--- src/rtl/adc_readout_pkg.sv ---
// Constants and types shared by the scaled ADC readout block
// Overview of operation
// RULE1: Three independent 12-bit conversion channels each feed their own result register.
// RULE2: The channel results sit at offsets 0x14, 0x16 and 0x18 of the status set, one per channel.
// RULE3: Every channel is converted once per 250 us and each conversion takes 3.5 us.
// RULE4: Each result register is refreshed once every 2000 us, a 500 Hz output rate.
// RULE5: Samples pass an average that drops the largest and smallest values, then a low-pass filter.
// RULE6: In scaled mode channel zero reports BCD tenths of a millivolt over a fixed 5.2 V full scale; the code saturates anything past 9999 at 0x9999.
// RULE7: Only channels one and two take the 10 V, 20 V or 30 V scales; channel zero stays at 5.2 V.
// RULE8: The scale-select byte sits at offset 0x08 of the settings set and reads back its current value.
// RULE9: The upper nibble picks the channel-one scale: 0 for 5.2 V, 1 for 10 V, 2 for 20 V, 3 for 30 V.
// RULE10: The lower nibble picks the channel-two scale: 0 for 5.2 V, 1 for 10 V, 2 for 20 V, 3 for 30 V.
// RULE11: Any pair of valid nibble codes is accepted and the two channel scales act independently.
// RULE12: Writing 0xFF to the scale-select byte turns all three results into raw counts.
// RULE13: In raw mode a result is a plain 12-bit count from 0 to 4095.
// RULE14: The scale-select byte resets to 0x00, all channels scaled over 0 to 5.2 V.
// RULE15: The host writes the scale code that matches the external divider it fits.
// RULE16: Result registers are read-only 16-bit words; writes are ignored and reads are never torn.
// RULE17: Writes carrying an undefined nibble code, other than the full raw byte, are ignored.
package adc_readout_pkg;
   localparam int unsigned CLK_HZ = 200_000_000;
   localparam int unsigned CLK_PERIOD_PS = 5000;
   // Sampling timing
   localparam int unsigned SAMPLE_PERIOD_NS = 250_000;
   localparam int unsigned CONV_TIME_PS = 3_500_000;
   localparam int unsigned PUBLISH_PERIOD_NS = 2_000_000;
   localparam int unsigned SAMPLE_CYCLES = (SAMPLE_PERIOD_NS * 1000) / CLK_PERIOD_PS;
   localparam int unsigned CONV_CYCLES = (CONV_TIME_PS + CLK_PERIOD_PS - 1) / CLK_PERIOD_PS;
   localparam int unsigned PUBLISH_CYCLES = (PUBLISH_PERIOD_NS / 1000) * (CLK_HZ / 1_000_000);
   localparam int unsigned SAMPLES_PER_PUBLISH = PUBLISH_CYCLES / SAMPLE_CYCLES;
   // Register map
   localparam logic [7:0] SCALE_SEL_OFFSET = 8'h08;
   localparam logic [7:0] CH0_RESULT_OFFSET = 8'h14;
   localparam logic [7:0] CH1_RESULT_OFFSET = 8'h16;
   localparam logic [7:0] CH2_RESULT_OFFSET = 8'h18;
   localparam logic [7:0] SCALE_SEL_RESET = 8'h00;
   localparam logic [7:0] SCALE_RAW_CODE = 8'hff;
   localparam logic [3:0] SCALE_MAX_CODE = 4'h3;
   localparam int unsigned CH1_NIBBLE_LSB = 4;
   localparam int unsigned CH2_NIBBLE_LSB = 0;
   // Data widths
   localparam int unsigned ADC_BITS = 12;
   localparam int unsigned NUM_CH = 3;
   localparam logic [11:0] ADC_MAX = 12'hfff;
   localparam int unsigned LPF_SHIFT = 2;
   // Full scale in tenths of millivolts, per scale code
   localparam logic [18:0] FS_5V2 = 19'h0cb20;
   localparam logic [18:0] FS_10V = 19'h186a0;
   localparam logic [18:0] FS_20V = 19'h30d40;
   localparam logic [18:0] FS_30V = 19'h493e0;
   localparam logic [15:0] BCD_SAT = 16'h9999;

   typedef struct packed {
      logic wr;
      logic rd;
      logic [7:0] addr;
      logic [7:0] wdata;
   } settings_req_t;

   typedef struct packed {
      logic rd;
      logic [7:0] addr;
   } status_req_t;
endpackage

--- src/rtl/adc_scaled_readout.sv ---
// Three-channel ADC sampler, filter, scaler and register sets
`timescale 1ns/1ps
`default_nettype none
module adc_scaled_readout (
   // Clock and reset
   input wire logic i_core_clk,
   input wire logic i_rst_n,
   // Converter interface
   output logic o_conv_start,
   output logic [1:0] o_conv_chan,
   input wire logic i_conv_done,
   input wire logic [11:0] i_conv_data,
   // Settings register set, byte wide
   input wire adc_readout_pkg::settings_req_t i_set_req,
   output logic [7:0] o_set_rdata,
   output logic o_set_rvalid,
   // Status register set, word wide
   input wire adc_readout_pkg::status_req_t i_stat_req,
   output logic [15:0] o_stat_rdata,
   output logic o_stat_rvalid
);
   typedef enum logic [1:0] {S_IDLE, S_CONV, S_WAIT} conv_state_t;

   logic [7:0] scale_q;
   conv_state_t state_q;
   conv_state_t state_d;
   logic [31:0] tick_q;
   logic [1:0] chan_q;
   logic start_q;
   logic [7:0] set_rdata_q;
   logic set_rvalid_q;
   logic [15:0] stat_rdata_q;
   logic stat_rvalid_q;

   wire period_tick = (tick_q == 32'(adc_readout_pkg::SAMPLE_CYCLES - 1));
   wire [3:0] nib_hi = i_set_req.wdata[7:4];
   wire [3:0] nib_lo = i_set_req.wdata[3:0];
   wire set_sel = i_set_req.addr == adc_readout_pkg::SCALE_SEL_OFFSET;
   wire code_raw = i_set_req.wdata == adc_readout_pkg::SCALE_RAW_CODE;
   wire code_ok = (nib_hi <= adc_readout_pkg::SCALE_MAX_CODE) && (nib_lo <= adc_readout_pkg::SCALE_MAX_CODE);
   wire scale_we = i_set_req.wr && set_sel && (code_raw || code_ok); // RULE11 RULE17
   wire raw_mode = scale_q == adc_readout_pkg::SCALE_RAW_CODE; // RULE12

   // Sample pacing: each 250 us slot converts the three channels back to back
   always_ff @(posedge i_core_clk or negedge i_rst_n) begin
      if (!i_rst_n) begin
         tick_q <= 32'h0;
      end else begin
         tick_q <= period_tick ? 32'h0 : tick_q + 32'h1; // RULE3
      end
   end

   always_comb begin
      state_d = state_q;
      case (state_q)
         S_IDLE: begin
            if (period_tick) begin
               state_d = S_CONV;
            end
         end
         S_CONV: begin
            state_d = S_WAIT;
         end
         S_WAIT: begin
            if (i_conv_done) begin
               state_d = (chan_q == 2'(adc_readout_pkg::NUM_CH - 1)) ? S_IDLE : S_CONV;
            end
         end
         default: begin
            state_d = S_IDLE;
         end
      endcase
   end

   always_ff @(posedge i_core_clk or negedge i_rst_n) begin
      if (!i_rst_n) begin
         state_q <= S_IDLE;
         chan_q <= 2'h0;
         start_q <= 1'b0;
      end else begin
         state_q <= state_d;
         start_q <= state_d == S_CONV && state_q != S_CONV; // RULE3
         if (state_q == S_IDLE && period_tick) begin
            chan_q <= 2'h0;
         end else if (state_q == S_WAIT && i_conv_done && state_d == S_CONV) begin
            chan_q <= chan_q + 2'h1;
         end
      end
   end

   wire sample_valid = state_q == S_WAIT && i_conv_done;

   // Per channel: olympic average over the publish window, low-pass, scale, publish
   logic [15:0] result_w [adc_readout_pkg::NUM_CH];
   genvar g;
   generate
      for (g = 0; g < adc_readout_pkg::NUM_CH; g++) begin : g_ch
         logic [18:0] sum_q;
         logic [11:0] min_q;
         logic [11:0] max_q;
         logic [3:0] cnt_q;
         logic [13:0] lpf_q;
         logic [15:0] res_q;
         logic [3:0] code;
         logic [18:0] fs;
         logic [18:0] trimmed;
         logic [11:0] avg;
         logic [11:0] filt;
         logic [30:0] prod;
         logic [18:0] tenths;
         logic [15:0] bcd;
         logic [15:0] pub;
         wire hit = sample_valid && chan_q == 2'(g); // RULE1
         wire last = hit && cnt_q == 4'(adc_readout_pkg::SAMPLES_PER_PUBLISH - 1); // RULE4

         // Channel zero is hard-wired to the base scale
         assign code = (g == 1) ? scale_q[7:4] : (g == 2) ? scale_q[3:0] : 4'h0; // RULE7 RULE9 RULE10
         assign fs = (code == 4'h1) ? adc_readout_pkg::FS_10V :
                     (code == 4'h2) ? adc_readout_pkg::FS_20V :
                     (code == 4'h3) ? adc_readout_pkg::FS_30V : adc_readout_pkg::FS_5V2; // RULE6
         // Window sum minus the extremes, the current sample included
         assign trimmed = sum_q + 19'(i_conv_data) - 19'(max_q > i_conv_data ? max_q : i_conv_data)
                          - 19'(min_q < i_conv_data ? min_q : i_conv_data); // RULE5
         assign avg = 12'(trimmed / 19'(adc_readout_pkg::SAMPLES_PER_PUBLISH - 2));
         // First-order IIR with fractional bits kept in lpf_q
         assign filt = lpf_q[13:2];
         assign prod = 31'(filt) * 31'(fs);
         assign tenths = 19'(prod / 31'(adc_readout_pkg::ADC_MAX));
         // Four digits; values past 9999 saturate rather than wrap
         assign bcd = (tenths > 19'd9999) ? adc_readout_pkg::BCD_SAT :
                      {4'(tenths / 1000), 4'((tenths / 100) % 10), 4'((tenths / 10) % 10), 4'(tenths % 10)};
         assign pub = raw_mode ? {4'h0, filt} : bcd; // RULE12 RULE13

         always_ff @(posedge i_core_clk or negedge i_rst_n) begin
            if (!i_rst_n) begin
               sum_q <= 19'h0;
               min_q <= adc_readout_pkg::ADC_MAX;
               max_q <= 12'h0;
               cnt_q <= 4'h0;
               lpf_q <= 14'h0;
            end else if (last) begin
               sum_q <= 19'h0;
               min_q <= adc_readout_pkg::ADC_MAX;
               max_q <= 12'h0;
               cnt_q <= 4'h0;
               lpf_q <= 14'(lpf_q - (lpf_q >> adc_readout_pkg::LPF_SHIFT) + 14'(avg)); // RULE5
            end else if (hit) begin
               sum_q <= sum_q + 19'(i_conv_data);
               min_q <= (i_conv_data < min_q) ? i_conv_data : min_q;
               max_q <= (i_conv_data > max_q) ? i_conv_data : max_q;
               cnt_q <= cnt_q + 4'h1;
            end
         end

         // Result updates in one cycle as a whole word, so a read never sees halves
         always_ff @(posedge i_core_clk or negedge i_rst_n) begin
            if (!i_rst_n) begin
               res_q <= 16'h0;
            end else begin
               res_q <= pub; // RULE16
            end
         end
         assign result_w[g] = res_q;

         // Per-channel checks
         win_count_a: assert property (@(posedge i_core_clk) disable iff (!i_rst_n) // RULE4
            hit
            |=> cnt_q <= 4'(adc_readout_pkg::SAMPLES_PER_PUBLISH - 1))
            else $error("window count overran");

         win_reset_a: assert property (@(posedge i_core_clk) disable iff (!i_rst_n) // RULE4
            last
            |=> cnt_q == 4'h0 && sum_q == 19'h0)
            else $error("window not restarted after publish");

         win_order_a: assert property (@(posedge i_core_clk) disable iff (!i_rst_n) // RULE5
            cnt_q != 4'h0
            |-> min_q <= max_q)
            else $error("window extremes crossed");

         filt_hold_a: assert property (@(posedge i_core_clk) disable iff (!i_rst_n) // RULE4
            !last
            |=> $stable(lpf_q))
            else $error("filter moved outside publish slot");

         raw_pub_a: assert property (@(posedge i_core_clk) disable iff (!i_rst_n) // RULE13
            raw_mode
            |=> res_q == {4'h0, $past(filt)})
            else $error("raw result not the filtered count");

         scaled_pub_a: assert property (@(posedge i_core_clk) disable iff (!i_rst_n) // RULE6
            !raw_mode
            |=> res_q == $past(bcd))
            else $error("scaled result not the BCD value");

         code_range_a: assert property (@(posedge i_core_clk) disable iff (!i_rst_n) // RULE17
            !raw_mode
            |-> code <= adc_readout_pkg::SCALE_MAX_CODE)
            else $error("undefined scale code in use");
      end
   endgenerate

   // Settings set: one byte, validated writes
   always_ff @(posedge i_core_clk or negedge i_rst_n) begin
      if (!i_rst_n) begin
         scale_q <= adc_readout_pkg::SCALE_SEL_RESET; // RULE14
         set_rdata_q <= 8'h00;
         set_rvalid_q <= 1'b0;
      end else begin
         if (scale_we) begin
            scale_q <= i_set_req.wdata; // RULE8
         end
         set_rvalid_q <= i_set_req.rd;
         set_rdata_q <= (i_set_req.rd && set_sel) ? scale_q : 8'h00; // RULE8
      end
   end

   // Status set: read only, writes have no path here
   wire [15:0] stat_mux = (i_stat_req.addr == adc_readout_pkg::CH0_RESULT_OFFSET) ? result_w[0] :
                          (i_stat_req.addr == adc_readout_pkg::CH1_RESULT_OFFSET) ? result_w[1] :
                          (i_stat_req.addr == adc_readout_pkg::CH2_RESULT_OFFSET) ? result_w[2] : 16'h0000; // RULE2

   always_ff @(posedge i_core_clk or negedge i_rst_n) begin
      if (!i_rst_n) begin
         stat_rdata_q <= 16'h0000;
         stat_rvalid_q <= 1'b0;
      end else begin
         stat_rvalid_q <= i_stat_req.rd;
         stat_rdata_q <= i_stat_req.rd ? stat_mux : 16'h0000; // RULE16
      end
   end

   assign o_conv_start = start_q;
   assign o_conv_chan = chan_q;
   assign o_set_rdata = set_rdata_q;
   assign o_set_rvalid = set_rvalid_q;
   assign o_stat_rdata = stat_rdata_q;
   assign o_stat_rvalid = stat_rvalid_q;

   // Assertions
   sample_pace_a: assert property (@(posedge i_core_clk) disable iff (!i_rst_n) // RULE3
      tick_q < 32'(adc_readout_pkg::SAMPLE_CYCLES)) else $error("sample pacing counter overran");

   start_pulse_a: assert property (@(posedge i_core_clk) disable iff (!i_rst_n) // RULE3
      o_conv_start |=> !o_conv_start) else $error("conversion start longer than one cycle");

   chan_range_a: assert property (@(posedge i_core_clk) disable iff (!i_rst_n) // RULE1
      o_conv_chan < 2'(adc_readout_pkg::NUM_CH)) else $error("channel index out of range");

   bad_write_a: assert property (@(posedge i_core_clk) disable iff (!i_rst_n) // RULE17
      (i_set_req.wr && set_sel && !code_raw && !code_ok) |=> $stable(scale_q)) else $error("bad scale code stored");

   good_write_a: assert property (@(posedge i_core_clk) disable iff (!i_rst_n) // RULE11
      (i_set_req.wr && set_sel && code_ok) |=> scale_q == $past(i_set_req.wdata)) else $error("scale write lost");

   scale_read_a: assert property (@(posedge i_core_clk) disable iff (!i_rst_n) // RULE8
      (i_set_req.rd && set_sel && !scale_we) |=> o_set_rdata == $past(scale_q)) else $error("scale readback wrong");

   ch0_base_a: assert property (@(posedge i_core_clk) disable iff (!i_rst_n) // RULE7
      g_ch[0].fs == adc_readout_pkg::FS_5V2) else $error("channel zero left base scale");

   raw_range_a: assert property (@(posedge i_core_clk) disable iff (!i_rst_n) // RULE13
      (raw_mode && i_stat_req.rd) |=> o_stat_rdata[15:12] == 4'h0) else $error("raw result above 12 bits");

   bcd_digit_a: assert property (@(posedge i_core_clk) disable iff (!i_rst_n) // RULE6
      !raw_mode |-> g_ch[0].bcd[3:0] <= 4'h9) else $error("non-BCD digit in result");

   // Settings set answers
   set_answer_a: assert property (@(posedge i_core_clk) disable iff (!i_rst_n) // RULE8
      i_set_req.rd
      |=> o_set_rvalid)
      else $error("settings read not answered");

   set_quiet_a: assert property (@(posedge i_core_clk) disable iff (!i_rst_n) // RULE8
      !i_set_req.rd
      |=> !o_set_rvalid && o_set_rdata == 8'h00)
      else $error("settings answer without a read");

   set_other_a: assert property (@(posedge i_core_clk) disable iff (!i_rst_n) // RULE8
      i_set_req.rd && !set_sel
      |=> o_set_rdata == 8'h00)
      else $error("unmapped settings read not zero");

   raw_write_a: assert property (@(posedge i_core_clk) disable iff (!i_rst_n) // RULE12
      i_set_req.wr && set_sel && code_raw
      |=> raw_mode)
      else $error("raw code not taken");

   other_write_a: assert property (@(posedge i_core_clk) disable iff (!i_rst_n) // RULE8
      i_set_req.wr && !set_sel
      |=> $stable(scale_q))
      else $error("write to other offset changed scale");

   // Status set answers
   stat_answer_a: assert property (@(posedge i_core_clk) disable iff (!i_rst_n) // RULE16
      i_stat_req.rd
      |=> o_stat_rvalid)
      else $error("status read not answered");

   stat_quiet_a: assert property (@(posedge i_core_clk) disable iff (!i_rst_n) // RULE16
      !i_stat_req.rd
      |=> !o_stat_rvalid && o_stat_rdata == 16'h0000)
      else $error("status answer without a read");

   ch0_read_a: assert property (@(posedge i_core_clk) disable iff (!i_rst_n) // RULE2
      i_stat_req.rd && i_stat_req.addr == adc_readout_pkg::CH0_RESULT_OFFSET
      |=> o_stat_rdata == $past(result_w[0]))
      else $error("channel zero read wrong");

   ch1_read_a: assert property (@(posedge i_core_clk) disable iff (!i_rst_n) // RULE2
      i_stat_req.rd && i_stat_req.addr == adc_readout_pkg::CH1_RESULT_OFFSET
      |=> o_stat_rdata == $past(result_w[1]))
      else $error("channel one read wrong");

   ch2_read_a: assert property (@(posedge i_core_clk) disable iff (!i_rst_n) // RULE2
      i_stat_req.rd && i_stat_req.addr == adc_readout_pkg::CH2_RESULT_OFFSET
      |=> o_stat_rdata == $past(result_w[2]))
      else $error("channel two read wrong");

   unmapped_read_a: assert property (@(posedge i_core_clk) disable iff (!i_rst_n) // RULE2
      i_stat_req.rd && i_stat_req.addr != adc_readout_pkg::CH0_RESULT_OFFSET &&
      i_stat_req.addr != adc_readout_pkg::CH1_RESULT_OFFSET && i_stat_req.addr != adc_readout_pkg::CH2_RESULT_OFFSET
      |=> o_stat_rdata == 16'h0000)
      else $error("unmapped status read not zero");

   // Conversion sequencing
   slot_start_a: assert property (@(posedge i_core_clk) disable iff (!i_rst_n) // RULE3
      state_q == S_IDLE && period_tick
      |=> o_conv_start && o_conv_chan == 2'h0)
      else $error("slot did not start on channel zero");

   next_chan_a: assert property (@(posedge i_core_clk) disable iff (!i_rst_n) // RULE1
      state_q == S_WAIT && i_conv_done && chan_q != 2'(adc_readout_pkg::NUM_CH - 1)
      |=> o_conv_start && o_conv_chan == $past(chan_q) + 2'h1)
      else $error("next channel not started");

   slot_end_a: assert property (@(posedge i_core_clk) disable iff (!i_rst_n) // RULE3
      state_q == S_WAIT && i_conv_done && chan_q == 2'(adc_readout_pkg::NUM_CH - 1)
      |=> state_q == S_IDLE && !o_conv_start)
      else $error("slot did not close after last channel");

   wait_quiet_a: assert property (@(posedge i_core_clk) disable iff (!i_rst_n) // RULE3
      state_q == S_WAIT
      |-> !o_conv_start)
      else $error("start raised while converting");

   chan_hold_a: assert property (@(posedge i_core_clk) disable iff (!i_rst_n) // RULE1
      state_q == S_WAIT && !i_conv_done
      |=> $stable(o_conv_chan))
      else $error("channel moved during conversion");

   tick_wrap_a: assert property (@(posedge i_core_clk) disable iff (!i_rst_n) // RULE3
      period_tick
      |=> tick_q == 32'h0)
      else $error("pacing counter did not wrap");
endmodule
`default_nettype wire

--- config.mk ---
export PLATFORM = sky130hd
export DESIGN_NAME = adc_scaled_readout
export DESIGN_NICKNAME = d
export VERILOG_FILES = /design/src/rtl/adc_readout_pkg.sv /design/src/rtl/adc_scaled_readout.sv
export SDC_FILE = /design/constraint.sdc
export NUM_CORES = 2
export LEC_CHECK = 0
export BUFFER_PORTS_ARGS = -buffer_cell sky130_fd_sc_hd__buf_2
export CORE_UTILIZATION = 40
export CTS_BUF_LIST = sky130_fd_sc_hd__clkbuf_16
export DETAILED_ROUTE_END_ITERATION = 10
export HOLD_SLACK_MARGIN = 0.02
export PLACE_DENSITY = 0.65
export RECOVER_POWER = 50
export SETUP_SLACK_MARGIN = 0.02
export SYNTH_ARGS = -nofsm -noshare
export SYNTH_HDL_FRONTEND = slang
export SYNTH_SLANG_ARGS = --single-unit
--- constraint.sdc ---
create_clock -name i_core_clk -period 27.7 [get_ports i_core_clk]
set_input_delay 5.54 -clock i_core_clk [delete_from_list [all_inputs] [get_ports i_core_clk]]
set_output_delay 5.54 -clock i_core_clk [all_outputs]
set_load 0.005 [all_outputs]
Word-level counts from Yosys, hierarchy flattened --
Index checks and enable logic that the tools add are counted.
Word-level totals: register bits after elaboration 302, input port bits 42, output and inout bits 29, logic and storage cells 206
Operators by class: $add $sub $neg 20, $mul 3, divide/modulo/power cells 24, order comparisons 17, equal/unequal tests 22, multiplexer cells 60, reductions and logical operators 33
Operators with widths (count):
- $mux W12 | 24
- $mux W19 | 12
- $mod A32 B4 Y32 const B | 6
- $mux W16 | 10
- $sub A19 B12 Y19 | 6
- $div A19 B10 Y32 const B | 3
- $div A19 B4 Y32 const B | 3
- $div A19 B7 Y32 const B | 3
- $mod A19 B4 Y32 const B | 3
- $div A31 B12 Y31 const B | 3
- $gt A12 B12 Y1 | 6
- $lt A12 B12 Y1 | 6
- $mul A12 B19 Y31 | 2
- $add A19 B12 Y19 | 3
- $div A19 B3 Y19 const B | 3
- $gt A19 B14 Y1 const B | 3
- $add A14 B12 Y14 | 3
- $sub A14 B12 Y14 | 3
- $add A32 B1 Y32 const B | 1
- $eq A32 B16 Y1 const B | 1
- $mux W32 | 1
- $eq A8 B5 Y1 const B | 3
- $mux W4 | 6
- $mul A12 B11 Y23 const B | 1
- other kinds (20) | 64

Logic depth before layout (Yosys ltp) --
depth in word-level cells 10, gate-level depth with buffers 127, gate-level depth less buffers 101

Worst setup path after synthesis --
OpenSTA, ideal clock, no wires.
kind reg2reg, start register scale_q[6], end register g_ch[1].res_q[7], library setup time 0.139 ns, arrival time 27.148 ns, data required time 27.561 ns, setup slack 0.414 ns, stages on the path, launching flop included 109, path buffers 15, clock period less this slack 27.286 ns, cells stage by stage dfrtp_1 nor2_1 and2_1 nand2b_1 clkbuf_1 clkbuf_1 nand2_1 inv_1 fa_1 inv_1 fa_1 inv_1 fa_1 fa_1 inv_1 fa_1 inv_1 ha_1 [... 73 more ...] o21a_1 o211ai_1 o221ai_1 o21ba_2 and2_1 clkbuf_1 o211ai_1 a2111oi_2 mux2i_1 and3_1 o2111a_1 buf_2 mux2_2 o21bai_1 a31oi_1 nor2_1 xnor2_1 a22oi_1
On the way: longest elaborated chain between the ends 10, elaborated cells on any way between the ends 14, classes of those cells 1 x mul; 3 x div; 1 x order compare; 4 x eq/ne; 5 x mux
Ends and longest elaborated chain:
- start, declared | RTL line adc_scaled_readout.sv:24 | logic [7:0] scale_q;
- start signal, assigned | RTL line adc_scaled_readout.sv:206 | scale_q <= adc_readout_pkg::SCALE_SEL_RESET;
- start signal, assigned | RTL line adc_scaled_readout.sv:211 | scale_q <= i_set_req.wdata;
- $eq A4 B2 Y1 | RTL line adc_scaled_readout.sv:120 | (code == 4'h3) ? adc_readout_pkg::FS_30V : adc_readout_pkg::FS_5V2;
- $mux W19 | RTL line adc_scaled_readout.sv:120
- $mux W19 | RTL line adc_scaled_readout.sv:119 | (code == 4'h2) ? adc_readout_pkg::FS_20V :
- $mux W19 | RTL line adc_scaled_readout.sv:118 | assign fs = (code == 4'h1) ? adc_readout_pkg::FS_10V :
- $mul A12 B19 Y31 | RTL line adc_scaled_readout.sv:127 | assign prod = 31'(filt) * 31'(fs);
- $div A31 B12 Y31 | RTL line adc_scaled_readout.sv:128 | assign tenths = 19'(prod / 31'(adc_readout_pkg::ADC_MAX));
- $div A19 B4 Y32 | RTL line adc_scaled_readout.sv:131 | {4'(tenths / 1000), 4'((tenths / 100) % 10), 4'((tenths / 10) % 10), 4'(tenths % 10)};
- $mod A32 B4 Y32 | RTL line adc_scaled_readout.sv:131
- $mux W16 | RTL line adc_scaled_readout.sv:130 | assign bcd = (tenths > 19'd9999) ? adc_readout_pkg::BCD_SAT :
- $mux W16 * | RTL line adc_scaled_readout.sv:132 | assign pub = raw_mode ? {4'h0, filt} : bcd;
- named net g_ch[1].pub[7] | RTL line adc_scaled_readout.sv:112 | logic [15:0] pub;
- end signal, assigned | RTL line adc_scaled_readout.sv:160 | res_q <= pub;
- end, declared | RTL line adc_scaled_readout.sv:103 | logic [15:0] res_q;
The timed path passes the listed nets; every way through them passes the cells marked *. A chain may end at the register's enable or synchronous reset.

Worst setup path in the final report --
start register scale_q[3], end register g_ch[2].res_q[6]
On the way: longest elaborated chain between the ends 10, elaborated cells on any way between the ends 14, classes of those cells 1 x mul; 3 x div; 1 x order compare; 4 x eq/ne; 5 x mux
Ends and longest elaborated chain (RTL line):
- $eq A4 B2 Y1 | adc_scaled_readout.sv:120
- $mux W19 | adc_scaled_readout.sv:120
- $mux W19 | adc_scaled_readout.sv:119
- $mux W19 | adc_scaled_readout.sv:118
- $mul A12 B19 Y31 | adc_scaled_readout.sv:127
- $div A31 B12 Y31 | adc_scaled_readout.sv:128
- $div A19 B4 Y32 | adc_scaled_readout.sv:131
- $mod A32 B4 Y32 | adc_scaled_readout.sv:131
- $mux W16 | adc_scaled_readout.sv:130
- $mux W16 * | adc_scaled_readout.sv:132
- named net g_ch[2].pub[6] | adc_scaled_readout.sv:112
- end signal, assigned | adc_scaled_readout.sv:160
- end, declared | adc_scaled_readout.sv:103
Marked as above.

==> results.txt <==
The run finished, with violations left. The checks that failed: max-capacitance violations, max-slew violations. The worst path needs 26.89 ns of the cycle, external delays included. Setup repair after global routing could not meet its margin everywhere. The max-capacitance violation count was 3; the largest net degree at the start of global routing was 115. The die covers 178,800 um^2.

The count of nets left with antenna violations once routing finished came out at 0. The number of buffers inserted by hold repair at cts was 0; the die height was 422.8 um. For this run, the total global-route usage over all layers was measured as 25.43%. The number of buffers inserted by port buffering was 70.

The startpoint of the worst-slack reg-to-reg timing path was scale_q[3]. In the synthesized netlist the dominant register cell turns out to be dfrtp_1. In the final design database the tool counted 10,770 nets.

Deepest clock path buffer count: 3. dfrtp_1 takes more of the synthesized area than any other cell. At the placement stage, the worst setup path has a slack of -0.9541 ns. The max-slew violation total from the final report is 249, and the register bit count reported by yosys is 302. STA classifies the critical path endpoint as a register. Startpoint class of the critical path: a register.

The count of boundary I/O pins was 71; the clock buffer count from CTS was 43. The ratio of routed vias to standard cells works out to 6.082. The worst path required time is 28.26 ns. The cell count of the worst reg-to-reg path is 111, and the global placer's final weighted congestion is 0.9669. The combinational group share of total power came out at 75.6%. The tools report the launch point of the worst path as scale_q[3].

The synthesized design contains 0 enable-type register cells. The count of yosys warnings during synthesis came out at 0. The start-to-end type of the worst setup path was reg2reg.

Ranked by instance count, the synthesized netlist is headed by nand2_1, nor2_1, inv_1. The cell sitting at the root of the clock tree is a clkbuf_16. In this run the power density over the cells is 53.54 nW/um^2.

Internal power comes to 2193 uW. The run gives -356.6% as the worst relative slew slack. The clock net in this run drives a total of 302 sinks. The layout-stage area growth over the synthesis result is 13.79%, and the residual overflow from global routing is 0. The tools report the unique cell type count in the Yosys netlist as 148. nand2_1 is the most common cell in the netlist. The share of the clock period used by the worst path after layout is 97.07%. On the final layout, the worst clock skew is 0.05009 ns. The worst hold path belongs to the class reg2reg.

The leakage power of the design came out at 0.03362 uW. Once routing completed, OpenROAD measured the worst setup slack at 0.8102 ns. Share of synthesized area occupied by flip-flops and latches: 10.73%.

The clock-pin slew reported for the worst setup and hold paths after clock tree synthesis was 0.06 ns; the synthesized netlist cell count was 9,708. The routed design has 238.2 mm of wire. For the core footprint, the log shows 175,900 um^2.

By instance count, the cell type seen most on the critical path is buf_4. The final worst hold slack is 0.4822 ns. Static timing analysis puts the maximum clock frequency at 37.19 MHz. The cell with the largest stage delay on the worst path was o41a_1. The tools report the CTS H-tree depth as 2. Once layout is done, the placed cells without fillers occupy 80,600 um^2. The path with the worst hold slack has its endpoint at tick_q[31].

Before antenna repair, the detailed router went through 7 iterations. The longest individual stage delay on the worst path came out at 0.58 ns. The run gives 75,890 um^2 as the post-detailed-placement cell area. The number of global-route vias before repair came out at 70,080. By area the synthesized netlist is led by dfrtp_1, fa_1, ha_1. Of the cells placed in the final design, the portion with a size suffix greater than 1 is 13.63%. Across the VDD grid, the largest voltage drop is 0.0001224 V.

The number of stages on the worst hold path is 1. For the pin with the worst max-slew slack, the measured transition is 6.850 ns. The first routing iteration left 6,655 violations. The count of final hold-check violations is 0. Fraction of power consumed by sequential logic: 10.3%.

Launch point of the worst hold path: tick_q[31]. The tools report the initial antenna violation count as 9. The synthesized area divided by synthesized cell count is 7.296 um^2.

The first global-routing pass estimated 379.5 mm of wire. TritonCTS built the clock tree. In this run the worst path has a maximum fanout of 8. The endpoint identified for the worst register-to-register timing path is g_ch[2].res_q[6]. Number of cell rows: 154. The worst-skew pair later-pin latency came out at 0.66 ns. For flop-to-flop paths, the worst setup slack is 0.81 ns. The data arrival time of the worst path is 27.45 ns, and the detail-routed net length per standard cell is 19.34 um. Counting both buffers and inverters, the worst setup path holds a total of 19.

Counting flops with an async set or reset pin after synthesis yields a share of 100.0%. After detailed routing, the number of remaining DRC violations is 0. The tools report the switching power total as 2122 uW. Total via count in the routed design: 74,920.

The switching portion of total power was 49.17%; the overall die width was 422.8 um. After synthesis, the largest area contributor takes up 9.398% of total cell area. Summing every instance area after synthesis gives 70,830 um^2. The clock network is responsible for 14.1% of the overall power.

The post-detailed-placement half-perimeter wirelength was 188.2 mm. The starting utilization of the core area is 40.26%, and the final-report setup violation count is 0. The kind of cell with the highest combined delay along the critical path is compound AO/OA/AOI/OAI gates.
[worst reg2reg max path: cells and delay by family, from the launching register on]
family                   cells  cell delay (ns)
flip-flops                   1             0.41
multiplexers                 4             1.13
AND/OR/NAND/NOR             34             7.82
adder cells (fa/ha/maj)      8             3.41
buffers and inverters       19             2.77
XOR/XNOR                     2             0.34
AO/OA/AOI/OAI               44            10.97
[cells in the final DEF, fill, tap and decap left out, types with 84 or more instances in the layout]
master | Yosys | final
a211oi_1 | 108 | 93
a21o_1 | 127 | 125
a21oi_1 | 697 | 661
a31oi_1 | 141 | 132
and2_1 | 123 | 110
and3_1 | 146 | 139
buf_4 | 8 | 533
dfrtp_1 | 266 | 266
fa_1 | 321 | 321
ha_1 | 461 | 453
inv_1 | 739 | 743
mux2i_1 | 168 | 157
nand2_1 | 937 | 920
nand3_1 | 322 | 308
nand4_1 | 128 | 128
nor2_1 | 901 | 879
nor2b_1 | 87 | 85
nor3_1 | 302 | 275
o211ai_1 | 122 | 122
o21a_1 | 88 | 84
o21ai_0 | 520 | 509
o21bai_1 | 115 | 115
xnor2_1 | 512 | 503
xor2_1 | 173 | 168
[cells by family after synthesis]
group | synth area share (%)
and+or+nand+nor | 24.41
adders and majority gates | 18.13
DFF | 10.73
buffers and inverters | 6.462
muxes | 3.332
AOI/OAI and AO/OA | 28.33
xor gates and xnor gates | 8.601
other | 0.005294
[power groups by stage]
| stage | sequential [uW] | combinational, uW | clock (uW) |
|---|---|---|---|
| floorplan | 450 | 2500 | 0 |
| global placement | 450 | 3040 | 0 |
| detailed placement | 450 | 3160 | 0 |
| CTS | 442 | 3190 | 622 |
| global route | 442 | 3640 | 637 |
| finish | 442 | 3260 | 609 |
[registers in the layout, indices dropped and copies added (netlist names), 12 cells and up]
register	cells
g_ch.min_q	36
g_ch.lpf_q	42
o_stat_rdata	16
g_ch.cnt_q	12
g_ch.sum_q	57
g_ch.res_q	48
tick_q	32
g_ch.max_q	36
[how the worst max path moves through the flow]
stage          depth (start not counted)  slack [ns]          endpoint
2_1_floorplan                        108        0.41  g_ch[1].res_q[7]
3_3_place_gp                          98       -0.58  g_ch[2].res_q[7]
3_5_place_dp                          99       -0.95  g_ch[2].res_q[6]
4_1_cts                              102       0.004  g_ch[2].res_q[6]
5_1_grt                              115       -0.31  g_ch[2].res_q[6]
6_report                             111        0.81  g_ch[2].res_q[6]
[per-stage QoR]
| stage | total power, uW | std cells | util (%) | setup TNS, ns |
|---|---|---|---|---|
| global route | 4718 | 12320 | 45.81 | -1.227 |
| detailed placement | 3607 | 12140 | 43.14 | -3.662 |
| floorplan | 2953 | 9711 | - | 0 |
| finish | 4315 | 12320 | 45.81 | 0 |
| CTS | 4254 | 12230 | 44.21 | 0 |
| global placement | 3492 | 12140 | 43.14 | -2.266 |
[what timing repair did]
action	CTS	global route
buffers inserted	13	87
setup endpoints to repair	6	15
resized for setup	51	445
pin swaps	9	102
[routing by layer]
metal	up-vias	part of all wire (%)	global-route usage, %
li1	35850	-	-
met5	-	0.0055	0
met2	2594	46	41.49
met3	375	5.9	1.864
met1	36100	45	35.61
met4	2	3.2	7.748
[area by class of cell]
cell class | count | area, um^2
diodes | 2 | 5.005
repair buffers | 625 | 4573
inverters | 750 | 2815
multi-input cells | 8221 | 61160
flip-flops and latches | 302 | 7602
fillers | 17570 | 95330
clock inverters | 36 | 431.7
well taps | 2340 | 2928
clock buffers | 43 | 1076
(Power assumes the default switching activity.)
